## src/core/plcg_cfg.svh

```systemverilog
// Functional notes
// - Address pin low: reads answer at 4Dh, writes at 4Ch.
// - Address pin high: reads answer at 4Fh, writes at 4Eh.
// - Twelve registers: one write-only, eight read/write, three read-only.
// - Register 0 bit 0 resets 1; 0 gates detector by pin, 1 always on.
// - Register 0 bit 1 inverts detector enable input; resets 0.
// - Register 0 bits 2,3 pick reference/feedback trigger edge; 1 falling; reset 0.
// - Register 0 bit 4 picks feedback: 0 internal divider, 1 external input.
// - Register 0 bit 5 routes recovered (0) or conditioned (1) sync to aux pin.
// - Register 0 bits 6,7 enable loop-lock and delay-lock reporting; reset 1, 0.
// - Register 1: gain code bits 0-2, post-scaler bits 4-5 (div 2..16); reset 0.
// - 12-bit feedback divider from register 2 (low, FF) and 3 bits 0-3 (F).
// - Writing 5xh to register 8 resets loop, loads working registers 1-3.
// - Writing xAh to register 8 resets delay unit, loads working register 5.
// - Register 4 bits 0-5 hold phase-delay offset; reset 0.
// - Register 4 bit 7 selects filter: 0 external, 1 internal; reset 0.
// - Register 5 bits 0-1 delay resolution: 0=16, 1=32, 3=64, 2 reserved; reset 3.
// - Register 6 bits 0-4 enable the five clock and aux outputs; reset 0.
// - Register 6 bit 5 inverts the half-rate clock outputs; reset 0.
// - Register 6 bits 6-7 set single-ended clock scaler 1,2,4,8; reset 0.
// - Register 7: oscillator modulus bits 0-6 (reset 0), bit 7 reference select (reset 1).
// - Registers 10h, 11h read fixed version and revision codes.
// - Register 12h: bit 0 delay lock, bit 1 loop lock, bits 2-7 zero.
// - Status pin: low, single lock, or sync xor edge / divided oscillator when both.
`ifndef PLCG_CFG_SVH
`define PLCG_CFG_SVH
`define PLCG_DEV_ADDR_LOW   7'h26
`define PLCG_DEV_ADDR_HIGH  7'h27
`define PLCG_OFS_INPUT      8'h00
`define PLCG_OFS_LOOP       8'h01
`define PLCG_OFS_FBDIV_LO   8'h02
`define PLCG_OFS_FBDIV_HI   8'h03
`define PLCG_OFS_PHASE      8'h04
`define PLCG_OFS_RES        8'h05
`define PLCG_OFS_OUTEN      8'h06
`define PLCG_OFS_REFDIV     8'h07
`define PLCG_OFS_CMD        8'h08
`define PLCG_OFS_VER        8'h10
`define PLCG_OFS_REV        8'h11
`define PLCG_OFS_STATUS     8'h12
`define PLCG_RST_INPUT      8'h41
`define PLCG_RST_LOOP       8'h00
`define PLCG_RST_FBDIV_LO   8'hff
`define PLCG_RST_FBDIV_HI   8'h0f
`define PLCG_RST_PHASE      8'h00
`define PLCG_RST_RES        2'h3
`define PLCG_RST_OUTEN      8'h00
`define PLCG_RST_REFDIV     8'h80
`define PLCG_MASK_LOOP      8'h37
`define PLCG_MASK_FBDIV_HI  8'h0f
`define PLCG_MASK_PHASE     8'hbf
`define PLCG_CMD_LOOP       4'h5
`define PLCG_CMD_DELAY      4'ha
`define PLCG_BITS_PER_BYTE  4'h8
`define PLCG_BIT_GATE       0
`define PLCG_BIT_GATE_INV   1
`define PLCG_BIT_REF_EDGE   2
`define PLCG_BIT_FB_EDGE    3
`define PLCG_BIT_FB_SRC     4
`define PLCG_BIT_AUX_SEL    5
`define PLCG_FLD_REPORT     7:6
`define PLCG_BIT_REF_SEL    7
`endif

```

## src/core/plcg_pkg.sv

```systemverilog
package plcg_pkg;
    typedef enum logic [2:0] {
        ST_IDLE,
        ST_ADDR,
        ST_ADDR_ACK,
        ST_WDATA,
        ST_WACK,
        ST_RDATA,
        ST_RACK
    } plcg_state_type;
endpackage : plcg_pkg

```

## src/core/plcg_regs.sv

```systemverilog
`timescale 1ns/10ps
`default_nettype none
`include "plcg_cfg.svh"
module plcg_regs
    import plcg_pkg::*;
#(
    parameter logic [7:0] CHIP_VERSION = 8'h3c,  // Arbitrary value
    parameter logic [7:0] CHIP_REVISION = 8'h02, // Arbitrary value
    parameter logic [5:0] METAL_REVISION = 6'h00 // Arbitrary value
) (
    input  wire logic       ref_clk,
    input  wire logic       nrst,
    input  wire logic       scl_in,
    input  wire logic       sda_in,
    output logic            sda_out,
    output logic            sda_oe,
    input  wire logic       bus_address_select_pin,
    input  wire logic       ext_detector_enable,
    input  wire logic       recovered_sync,
    input  wire logic       conditioned_sync,
    input  wire logic       divided_osc,
    input  wire logic       phase_delay_locked,
    input  wire logic       loop_locked,
    output logic            detector_enable,
    output logic            reference_edge_select,
    output logic            feedback_edge_select,
    output logic            feedback_source_select,
    output logic            aux_output_pin,
    output logic            status_pin,
    output logic [2:0]      detector_gain_code,
    output logic [1:0]      post_scaler_code,
    output logic [11:0]     feedback_divider,
    output logic [5:0]      phase_delay_offset,
    output logic            loop_filter_select,
    output logic [1:0]      phase_delay_resolution,
    output logic            diff_pixel_clock_enable,
    output logic            single_clock_enable,
    output logic            diff_half_clock_enable,
    output logic            single_half_clock_enable,
    output logic            aux_output_enable,
    output logic            half_clock_invert,
    output logic [1:0]      single_clock_scaler,
    output logic [6:0]      osc_divider_modulus,
    output logic            reference_select,
    output logic            loop_reset_pulse,
    output logic            delay_reset_pulse
);

    plcg_state_type state_r;
    logic [3:0]     bit_cnt_r;
    logic [7:0]     shift_r;
    logic [7:0]     tx_r;
    logic [7:0]     ptr_r;
    logic           ptr_phase_r;
    logic           master_ack_r;
    logic           scl_q;
    logic           sda_q;
    logic [7:0]     input_r;
    logic [7:0]     loop_buf_r;
    logic [7:0]     fblo_buf_r;
    logic [7:0]     fbhi_buf_r;
    logic [7:0]     phase_r;
    logic [1:0]     res_buf_r;
    logic [7:0]     outen_r;
    logic [7:0]     refdiv_r;
    logic [7:0]     loop_work_r;
    logic [7:0]     fblo_work_r;
    logic [7:0]     fbhi_work_r;
    logic [1:0]     res_work_r;
    logic           wr_en;
    logic [7:0]     wr_data;
    logic           scl_rise;
    logic           scl_fall;
    logic           bus_start;
    logic           bus_stop;
    logic           byte_done;
    logic           cmd_loop;
    logic           cmd_delay;

    // Seven-bit address this device answers to; bit 0 of the byte is direction
    function automatic logic addr_match(input logic [7:0] b, input logic sel);
        addr_match = (b[7:1] == (sel ? `PLCG_DEV_ADDR_HIGH : `PLCG_DEV_ADDR_LOW));
    endfunction : addr_match

    function automatic logic [7:0] reg_read(input logic [7:0] a);
        case (a)
            `PLCG_OFS_INPUT:    reg_read = input_r;
            `PLCG_OFS_LOOP:     reg_read = loop_buf_r;
            `PLCG_OFS_FBDIV_LO: reg_read = fblo_buf_r;
            `PLCG_OFS_FBDIV_HI: reg_read = fbhi_buf_r;
            `PLCG_OFS_PHASE:    reg_read = phase_r;
            `PLCG_OFS_RES:      reg_read = {METAL_REVISION, res_buf_r};
            `PLCG_OFS_OUTEN:    reg_read = outen_r;
            `PLCG_OFS_REFDIV:   reg_read = refdiv_r;
            `PLCG_OFS_VER:      reg_read = CHIP_VERSION;
            `PLCG_OFS_REV:      reg_read = CHIP_REVISION;
            `PLCG_OFS_STATUS:   reg_read = {6'h00, loop_locked, phase_delay_locked};
            default:            reg_read = 8'h00;  // Command register and holes read zero
        endcase
    endfunction : reg_read

    // Pins are synchronous; one stage of history is enough for edge detection
    always_ff @(posedge ref_clk) begin
        if (!nrst) begin
            scl_q <= 1'b1;
            sda_q <= 1'b1;
        end else begin
            scl_q <= scl_in;
            sda_q <= sda_in;
        end
    end

    assign scl_rise  = scl_in & ~scl_q;
    assign scl_fall  = ~scl_in & scl_q;
    assign bus_start = scl_in & scl_q & sda_q & ~sda_in;
    assign bus_stop  = scl_in & scl_q & ~sda_q & sda_in;
    assign byte_done = scl_fall && (bit_cnt_r == `PLCG_BITS_PER_BYTE);
    assign wr_en     = (state_r == ST_WDATA) && byte_done && !ptr_phase_r;
    assign wr_data   = shift_r;

    always_ff @(posedge ref_clk) begin
        if (!nrst) begin
            state_r      <= ST_IDLE;
            bit_cnt_r    <= 4'h0;
            shift_r      <= 8'h00;
            tx_r         <= 8'h00;
            ptr_r        <= 8'h00;
            ptr_phase_r  <= 1'b0;
            master_ack_r <= 1'b0;
        end else if (bus_stop) begin
            state_r <= ST_IDLE;
        end else if (bus_start) begin
            state_r   <= ST_ADDR;
            bit_cnt_r <= 4'h0;
        end else begin
            if (scl_rise && (state_r == ST_ADDR || state_r == ST_WDATA)) begin
                shift_r   <= {shift_r[6:0], sda_in};
                bit_cnt_r <= bit_cnt_r + 4'h1;
            end
            if (scl_rise && state_r == ST_RDATA) begin
                bit_cnt_r <= bit_cnt_r + 4'h1;
            end
            if (scl_rise && state_r == ST_RACK) begin
                master_ack_r <= ~sda_in;
            end
            case (state_r)
                ST_ADDR: begin
                    if (byte_done) begin
                        state_r <= addr_match(shift_r, bus_address_select_pin) ? ST_ADDR_ACK : ST_IDLE;
                    end
                end
                ST_ADDR_ACK: begin
                    if (scl_fall) begin
                        bit_cnt_r <= 4'h0;
                        if (shift_r[0]) begin
                            tx_r    <= reg_read(ptr_r);
                            ptr_r   <= ptr_r + 8'h01;
                            state_r <= ST_RDATA;
                        end else begin
                            ptr_phase_r <= 1'b1;
                            state_r     <= ST_WDATA;
                        end
                    end
                end
                ST_WDATA: begin
                    if (byte_done) begin
                        state_r <= ST_WACK;
                        if (ptr_phase_r) begin
                            ptr_r       <= shift_r;
                            ptr_phase_r <= 1'b0;
                        end else begin
                            ptr_r <= ptr_r + 8'h01;
                        end
                    end
                end
                ST_WACK: begin
                    if (scl_fall) begin
                        bit_cnt_r <= 4'h0;
                        state_r   <= ST_WDATA;
                    end
                end
                ST_RDATA: begin
                    if (byte_done) begin
                        state_r <= ST_RACK;
                    end else if (scl_fall) begin
                        tx_r <= {tx_r[6:0], 1'b0};
                    end
                end
                ST_RACK: begin
                    if (scl_fall) begin
                        bit_cnt_r <= 4'h0;
                        if (master_ack_r) begin
                            tx_r    <= reg_read(ptr_r);
                            ptr_r   <= ptr_r + 8'h01;
                            state_r <= ST_RDATA;
                        end else begin
                            state_r <= ST_IDLE;
                        end
                    end
                end
                default: state_r <= ST_IDLE;
            endcase
        end
    end

    // Open-drain: only ever pull low
    assign sda_out = 1'b0;
    assign sda_oe  = (state_r == ST_ADDR_ACK) || (state_r == ST_WACK) || (state_r == ST_RDATA && !tx_r[7]);

    // Buffered side of the register file
    always_ff @(posedge ref_clk) begin
        if (!nrst) begin
            input_r    <= `PLCG_RST_INPUT;
            loop_buf_r <= `PLCG_RST_LOOP;
            fblo_buf_r <= `PLCG_RST_FBDIV_LO;
            fbhi_buf_r <= `PLCG_RST_FBDIV_HI;
            phase_r    <= `PLCG_RST_PHASE;
            res_buf_r  <= `PLCG_RST_RES;
            outen_r    <= `PLCG_RST_OUTEN;
            refdiv_r   <= `PLCG_RST_REFDIV;
        end else if (wr_en) begin
            case (ptr_r)
                `PLCG_OFS_INPUT:    input_r    <= wr_data;
                `PLCG_OFS_LOOP:     loop_buf_r <= wr_data & `PLCG_MASK_LOOP;
                `PLCG_OFS_FBDIV_LO: fblo_buf_r <= wr_data;
                `PLCG_OFS_FBDIV_HI: fbhi_buf_r <= wr_data & `PLCG_MASK_FBDIV_HI;
                `PLCG_OFS_PHASE:    phase_r    <= wr_data & `PLCG_MASK_PHASE;
                `PLCG_OFS_RES:      res_buf_r  <= wr_data[1:0];
                `PLCG_OFS_OUTEN:    outen_r    <= wr_data;
                `PLCG_OFS_REFDIV:   refdiv_r   <= wr_data;
                default:            input_r    <= input_r; // Read-only and command offsets store nothing
            endcase
        end
    end

    assign cmd_loop  = wr_en && (ptr_r == `PLCG_OFS_CMD) && (wr_data[7:4] == `PLCG_CMD_LOOP);
    assign cmd_delay = wr_en && (ptr_r == `PLCG_OFS_CMD) && (wr_data[3:0] == `PLCG_CMD_DELAY);

    // Working copies change only on a matching command, so a half-written set never reaches the loop
    always_ff @(posedge ref_clk) begin
        if (!nrst) begin
            loop_work_r      <= `PLCG_RST_LOOP;
            fblo_work_r      <= `PLCG_RST_FBDIV_LO;
            fbhi_work_r      <= `PLCG_RST_FBDIV_HI;
            loop_reset_pulse <= 1'b0;
        end else begin
            loop_reset_pulse <= cmd_loop;
            if (cmd_loop) begin
                loop_work_r <= loop_buf_r;
                fblo_work_r <= fblo_buf_r;
                fbhi_work_r <= fbhi_buf_r;
            end
        end
    end

    always_ff @(posedge ref_clk) begin
        if (!nrst) begin
            res_work_r        <= `PLCG_RST_RES;
            delay_reset_pulse <= 1'b0;
        end else begin
            delay_reset_pulse <= cmd_delay;
            if (cmd_delay) begin
                res_work_r <= res_buf_r;
            end
        end
    end

    // Pin-facing logic, registered so the pins never glitch on decode
    always_ff @(posedge ref_clk) begin
        if (!nrst) begin
            detector_enable <= 1'b0;
            aux_output_pin  <= 1'b0;
            status_pin      <= 1'b0;
        end else begin
            detector_enable <= input_r[`PLCG_BIT_GATE] | (ext_detector_enable ^ input_r[`PLCG_BIT_GATE_INV]);
            aux_output_pin  <= input_r[`PLCG_BIT_AUX_SEL] ? conditioned_sync : recovered_sync;
            case (input_r[`PLCG_FLD_REPORT])
                2'h0:    status_pin <= 1'b0;
                2'h1:    status_pin <= loop_locked;
                2'h2:    status_pin <= phase_delay_locked;
                default: status_pin <= refdiv_r[`PLCG_BIT_REF_SEL] ? divided_osc
                                        : (conditioned_sync ^ input_r[`PLCG_BIT_REF_EDGE]);
            endcase
        end
    end

    assign reference_edge_select    = input_r[`PLCG_BIT_REF_EDGE];
    assign feedback_edge_select     = input_r[`PLCG_BIT_FB_EDGE];
    assign feedback_source_select   = input_r[`PLCG_BIT_FB_SRC];
    assign detector_gain_code       = loop_work_r[2:0];
    assign post_scaler_code         = loop_work_r[5:4];
    assign feedback_divider         = {fbhi_work_r[3:0], fblo_work_r};
    assign phase_delay_offset       = phase_r[5:0];
    assign loop_filter_select       = phase_r[7];
    assign phase_delay_resolution   = res_work_r;
    assign diff_pixel_clock_enable  = outen_r[0];
    assign single_clock_enable      = outen_r[1];
    assign diff_half_clock_enable   = outen_r[2];
    assign single_half_clock_enable = outen_r[3];
    assign aux_output_enable        = outen_r[4];
    assign half_clock_invert        = outen_r[5];
    assign single_clock_scaler      = outen_r[7:6];
    assign osc_divider_modulus      = refdiv_r[6:0];
    assign reference_select         = refdiv_r[`PLCG_BIT_REF_SEL];
endmodule : plcg_regs
`default_nettype wire

```

## config.mk

```make
export PLATFORM = sky130hd
export DESIGN_NAME = plcg_regs
export DESIGN_NICKNAME = d
export VERILOG_FILES = /design/src/core/plcg_pkg.sv /design/src/core/plcg_regs.sv
export VERILOG_INCLUDE_DIRS = /design/src /design/src/core
export SDC_FILE = /design/constraint.sdc
export NUM_CORES = 1
export LEC_CHECK = 0
export ABC_AREA = 1
export BUFFER_PORTS_ARGS = -buffer_cell sky130_fd_sc_hd__buf_2
export CAP_MARGIN = 25
export CORE_ASPECT_RATIO = 0.6
export CORE_MARGIN = 1.5
export CORE_UTILIZATION = 58
export CTS_BUF_LIST = sky130_fd_sc_hd__clkbuf_16
export CTS_CLUSTER_DIAMETER = 50
export DETAILED_ROUTE_END_ITERATION = 6
export HOLD_SLACK_MARGIN = 0.15
export PLACE_DENSITY = 0.8
export SLEW_MARGIN = 15
export SYNTH_ARGS = -nofsm -noshare
export SYNTH_HDL_FRONTEND = slang
export SYNTH_SLANG_ARGS = --single-unit
```

## constraint.sdc

```tcl
create_clock -name ref_clk -period 1.9 [get_ports ref_clk]
set_input_delay 0.285 -clock ref_clk [delete_from_list [all_inputs] [get_ports ref_clk]]
set_output_delay 0.285 -clock ref_clk [all_outputs]
set_load 0.02 [all_outputs]
```

Yosys cells after proc, flatten, opt, wreduce, memory -nomap -nowiden
Cells that the tools add are included.
{"block": "word_totals", "register_bits": 109, "wordCells": 163}
{"block": "classes", "add_sub_neg": 2, "n_eq_ne": 40, "muxes": 39, "bitwise_logic": 17, "reduce_logical": 38}
{"operator": "8-bit two-way mux", "count": 12}
{"operator": "8-bit case mux with 11 select lines", "count": 1}
{"operator": "8-bit case mux with 3 select lines", "count": 2}
{"operator": "8-bit by 3-bit == test with 1-bit output, second input constant", "count": 4}
{"operator": "8-bit by 5-bit == test with 1-bit output, second input constant", "count": 3}
{"operator": "3-bit two-way mux", "count": 8}
{"operator": "2-bit != test, second input constant", "count": 11}
{"operator": "4-bit two-way mux", "count": 5}
{"operator": "3-bit != test, second input constant", "count": 6}
{"operator": "3-bit case mux with 6 select lines", "count": 1}
{"operator": "6-bit AND reduction", "count": 3}
{"operator": "8-bit by 2-bit == test with 1-bit output, second input constant", "count": 2}
{"operator": "2-bit AND reduction", "count": 8}
{"operator": "1-bit logical AND", "count": 10}
{"operator": "3-bit == test, second input constant", "count": 3}
{"operator": "9-bit AND reduction", "count": 1}
{"operator": "8-bit by 1-bit adder with 8-bit output, second input constant", "count": 1}
{"operator": "4-bit == test, second input constant", "count": 2}
{"operator": "8-bit by 1-bit == test with 1-bit output, second input constant", "count": 1}
{"operator": "8-bit by 4-bit == test with 1-bit output, second input constant", "count": 1}
{"operator": "8-bit logical NOT", "count": 1}
{"operator": "8-bit AND reduction", "count": 1}
{"operator": "1-bit bitwise AND", "count": 7}
{"operator": "7-bit by 6-bit == test with 1-bit output", "count": 1}
{"operator": "other kinds (21)", "count": 41}

Logic depth before layout (Yosys ltp)
{"block": "depth", "ltp_word": 8, "depth_mapped": 12, "depth_no_buf": 12}

Worst setup path before layout
OpenSTA, ideal clock, no wires.
{"block": "synth_timing", "kind": "register -> output", "start": "reg state_r[1]", "end": "out sda_oe", "t_arrival_ps": 1384, "setup_slack_ps": 231, "path_stages_with_launch": 7, "n_path_buf": 1, "path_cell_list": "dfxtp_1 -> inv_2 -> nand2_1 -> nor2_1 -> inv_1 -> buf_2 -> o21bai_1"}
{"block": "synth_via", "elab_chain_cells": 3, "elab_cells_between_ends": 6, "cone_classes": "eq/ne (3); reduce/logical (3)"}
{"element": "start: declaration", "line": "plcg_regs.sv:49", "text": "plcg_state_type state_r;"}
{"element": "start signal: assignment", "line": "plcg_regs.sv:149", "text": "state_r <= addr_match(shift_r, bus_address_select_pin) ? ST_ADDR_ACK : ST_IDLE;"}
{"element": "3-bit by 2-bit == test with 1-bit output or 3-bit == test (tied branches)", "line": "plcg_regs.sv:208", "text": "assign sda_oe = (state_r == ST_ADDR_ACK) || (state_r == ST_WACK) || (state_r == ST_RDATA && !tx_r[7]);"}
{"element": "1-bit logical OR or 1-bit logical AND (tied branches)", "line": "plcg_regs.sv:208"}
{"element": "1-bit logical OR *", "line": "plcg_regs.sv:208"}
{"element": "end: declaration", "line": "plcg_regs.sv:16", "text": "output logic sda_oe,"}
Every way passes the cells marked *; elsewhere a longest branch is shown, timed or not.

Worst setup path in the final report
Same ends and word-level chain as after synthesis.

==> flow_summary.toml <==
[logic_synthesis]
synth_commonest_cells = "nand2_1 (169), dfxtp_1 (109), inv_1 (74), nor2_1 (74), a21oi_1 (72)"
yosys-top-cells-area = "dfxtp_1 (43%), nand2_1 (12%), a21oi_1 (7.0%), o21ai_0 (6.9%), inv_1 (5.4%)"
synth_top_cell_by_area = "dfxtp_1"
syn_inst = 725
synthFlopType = "dfxtp_1"
yosys_warnings = 0
syn_area_per_cell_um2 = 7.07
yosysMostFrequentCell = "nand2_1"
postSynthNetCount = 742
async_reset_ff_frac = 0
yosysUniqueCellTypes = 37
synth_edf_count = 0
synth_area_um2 = 5120
ys_ff_latch = 109
yosysSeqAreaShare = 0.426
synth_top_area_share = 0.426

[route]
drt_pass1_iterations = 5
ant_nets = 0
vias = 5374
drcViolationCount = 0
drt-initial-drc-count = 721
wl_per_cell_um = 17.2
via_per_inst = 5.77
wirelength_um = 16100

[die]
rows = 26
coreArea_um2 = 8560
start_util = 0.599
die_h_um = 75.8
die_w_um = 124
die_area_um2 = 9420
boundaryPins = 63

[power_and_ir_drop]
power_mw = 4.43
ir_drop_uv = 518
power_frac_seq = 0.522
p_leak_nw = 2.87
pwr-share-comb = 0.049
power_density_nw_per_um2 = 713
p_switching_mw = 1.03
intPower_mw = 3.39
swShare = 0.233
clockPowerShare = 0.429

[worst_setup_path]
r2r_cells = 10
required_ns = 1.62
end_kind = "primary output"
r2r_end = "input_r[4]"
slowest_stage = "dfxtp_2"
startpoint = "state_r[1]"
critical_path_class = "register to primary output"
cpMostUsedCell = "buf_4"
startpoint_type = "register"
arrival_ns = 1.58
cp_max_fo = 7
rrSetupSlack_ns = 0.08
r2r_start = "scl_q"
cp_slowest_stage_delay_ns = 0.35
crit_path_cell_trace = "inv_2 > nand2_1 > nor2_1 > buf_4 > inv_1 > o21bai_1 > buf_4"

[sta]
fin_crit_sh = 0.981
maxSlewHeadroom = 0.559
clock_skew_ns = 0.00577
drv_slew = 0
whs_ns = 0.182
fmax_mhz = 536
period_needed_ns = 1.86
hold_viol_final = 0
worstMarginPinSlew_ns = 0.656
setup_violations = 0
rsz0062_at_grt = "true"

[run_status]
status = "completed"

[worst_hold_path]
hold_class = "primary input to register"
hold_end = "scl_q"
min_from = "scl_in"
min_path_cells = 3

[clocking]
clockBufferDepth = 2
ctsHoldBuffers = 0
cts-buffers-inserted = 9
cts.reportedPaths.clkPinSlew_ns = 0.07
cts_tree = "yes"
cts-root-buf = "clkbuf_16"
cts.sinks = 109
ctsHtreeMaxLevel = 3
clk_latency_ns = 0.35

[global_routing]
grt-ovfl-total = 0
grt.total_usage = 0.335
grt_pass1_vias = 4642
grt_antenna_before_repair = 0
grt_max_degree = 45
grt_pass1_wl_um = 24300

[place]
hpwl_um = 11600
port_buffers = 61
place.gp.congestion = 0.957

[layout]
fin_nets = 832
area_growth_pct = 21.1
multi_input_area_um2 = 2580
diodes = 0
regArea_um2 = 2190
num-fill-cells = 684
drive_gt1_frac = 0.215

[flow_run]
maxCapViolCount = 0
how the worst max path moves through the flow:
stage,endpoint,slack (ns),cells after the start
6_report,sda_oe,0.04,7
5_1_grt,input_r[4],-0.02,10
4_1_cts,sda_oe,0.006,7
3_5_place_dp,input_r[4],0.08,10
3_3_place_gp,ptr_r[1],0.10,10
2_1_floorplan,sda_oe,0.23,6
state kept, by name, summed over array words and instances, names as in the netlist, 3 cells and up:
signal and flops:
phase_r 7, bit_cnt_r 4, outen_r 8, refdiv_r 8
shift_r 8, loop_buf_r 5, loop_work_r 5, fbhi_buf_r 4
fblo_buf_r 8, state_r 3, fblo_work_r 8, tx_r 8
ptr_r 8, fbhi_work_r 4, input_r 8
cell families (layout without fill, tap and decap cells):
logic type,Yosys count,after routing,synth area share
other,1,1,0.000732
buffers and inverters,114,208,0.0904
DFF,109,109,0.426
adders and majority gates,6,6,0.0147
AOI/OAI and AO/OA,179,179,0.195
and+or+nand+nor,310,311,0.263
xor gates and xnor gates,6,6,0.0103
metal layers:
metal / vias to the layer above / routed length, µm / global-route usage
li1: 2551 / - / -
met1: 2439 / 7280 / 0.496
met2: 351 / 6370 / 0.480
met3: 33 / 2030 / 0.0787
met4: 0 / 373 / 0.111
met5: - / 0 / 0
cell usage in the layout (no fill, tap or decap), types with 2 or more instances in the layout:
| cell type | count |
|---|---|
| dfxtp_2 | 5 |
| xor2_1 | 5 |
| o21ai_0 | 67 |
| a211oi_2 | 4 |
| nand2_4 | 3 |
| o21ai_2 | 2 |
| nor4_1 | 2 |
| inv_2 | 13 |
| nand2_1 | 169 |
| a21oi_1 | 72 |
| inv_1 | 71 |
| clkbuf_16 | 9 |
| buf_6 | 2 |
| nand3_1 | 36 |
| o21ai_1 | 8 |
| nand2_2 | 2 |
| inv_4 | 3 |
| a211oi_1 | 6 |
| nor2_4 | 12 |
| o211ai_1 | 14 |
| nor2_1 | 70 |
| buf_2 | 60 |
| nor3_1 | 4 |
| nand4_1 | 4 |
| inv_6 | 3 |
| buf_4 | 41 |
| nor2_2 | 4 |
| ha_1 | 4 |
| dfxtp_1 | 104 |
| nor3_2 | 2 |
power by group through the flow:
stage          sequential (mW)  clock (mW)  combinational, mW
4_1_cts                   2.31        1.91              0.201
3_3_place_gp              2.36           0              0.197
3_5_place_dp              2.36           0              0.201
6_report                  2.31        1.90              0.217
2_1_floorplan             2.36           0              0.114
5_1_grt                   2.31        2.00              0.235
critical path, delay by kind of cell (launching register included):
| family | cells | cell delay [ns] |
|---|---|---|
| compound gates | 1 | 0.16 |
| buf+inv | 4 | 0.49 |
| simple gates | 2 | 0.23 |
| flops | 1 | 0.35 |
per-stage QoR:
stage	setup WS, ns	util	instances	TNS (ns)	area (µm²)
2_1_floorplan	0.231	-	725	0	5120
3_3_place_gp	0.103	0.667	906	0	5710
3_5_place_dp	0.0841	0.667	906	0	5710
4_1_cts	0.00616	0.702	922	0	6000
5_1_grt	-0.0228	0.725	932	-0.0655	6200
6_report	0.0353	0.725	932	0	6200
cell type report:
class	count	share of cell area
clock inverter	7	0.0117
tap	112	0.0226
timing repair buffer	105	0.107
sequential	109	0.353
clock buffer	9	0.0363
multi-input combinational	503	0.415
inverter	87	0.0539
repair_timing:
action | CTS | global route
setup buffers | 0 | 9
gates resized for setup | 0 | 39
setup endpoints to repair | 0 | 42
Power figures use the tool's default switching activity.
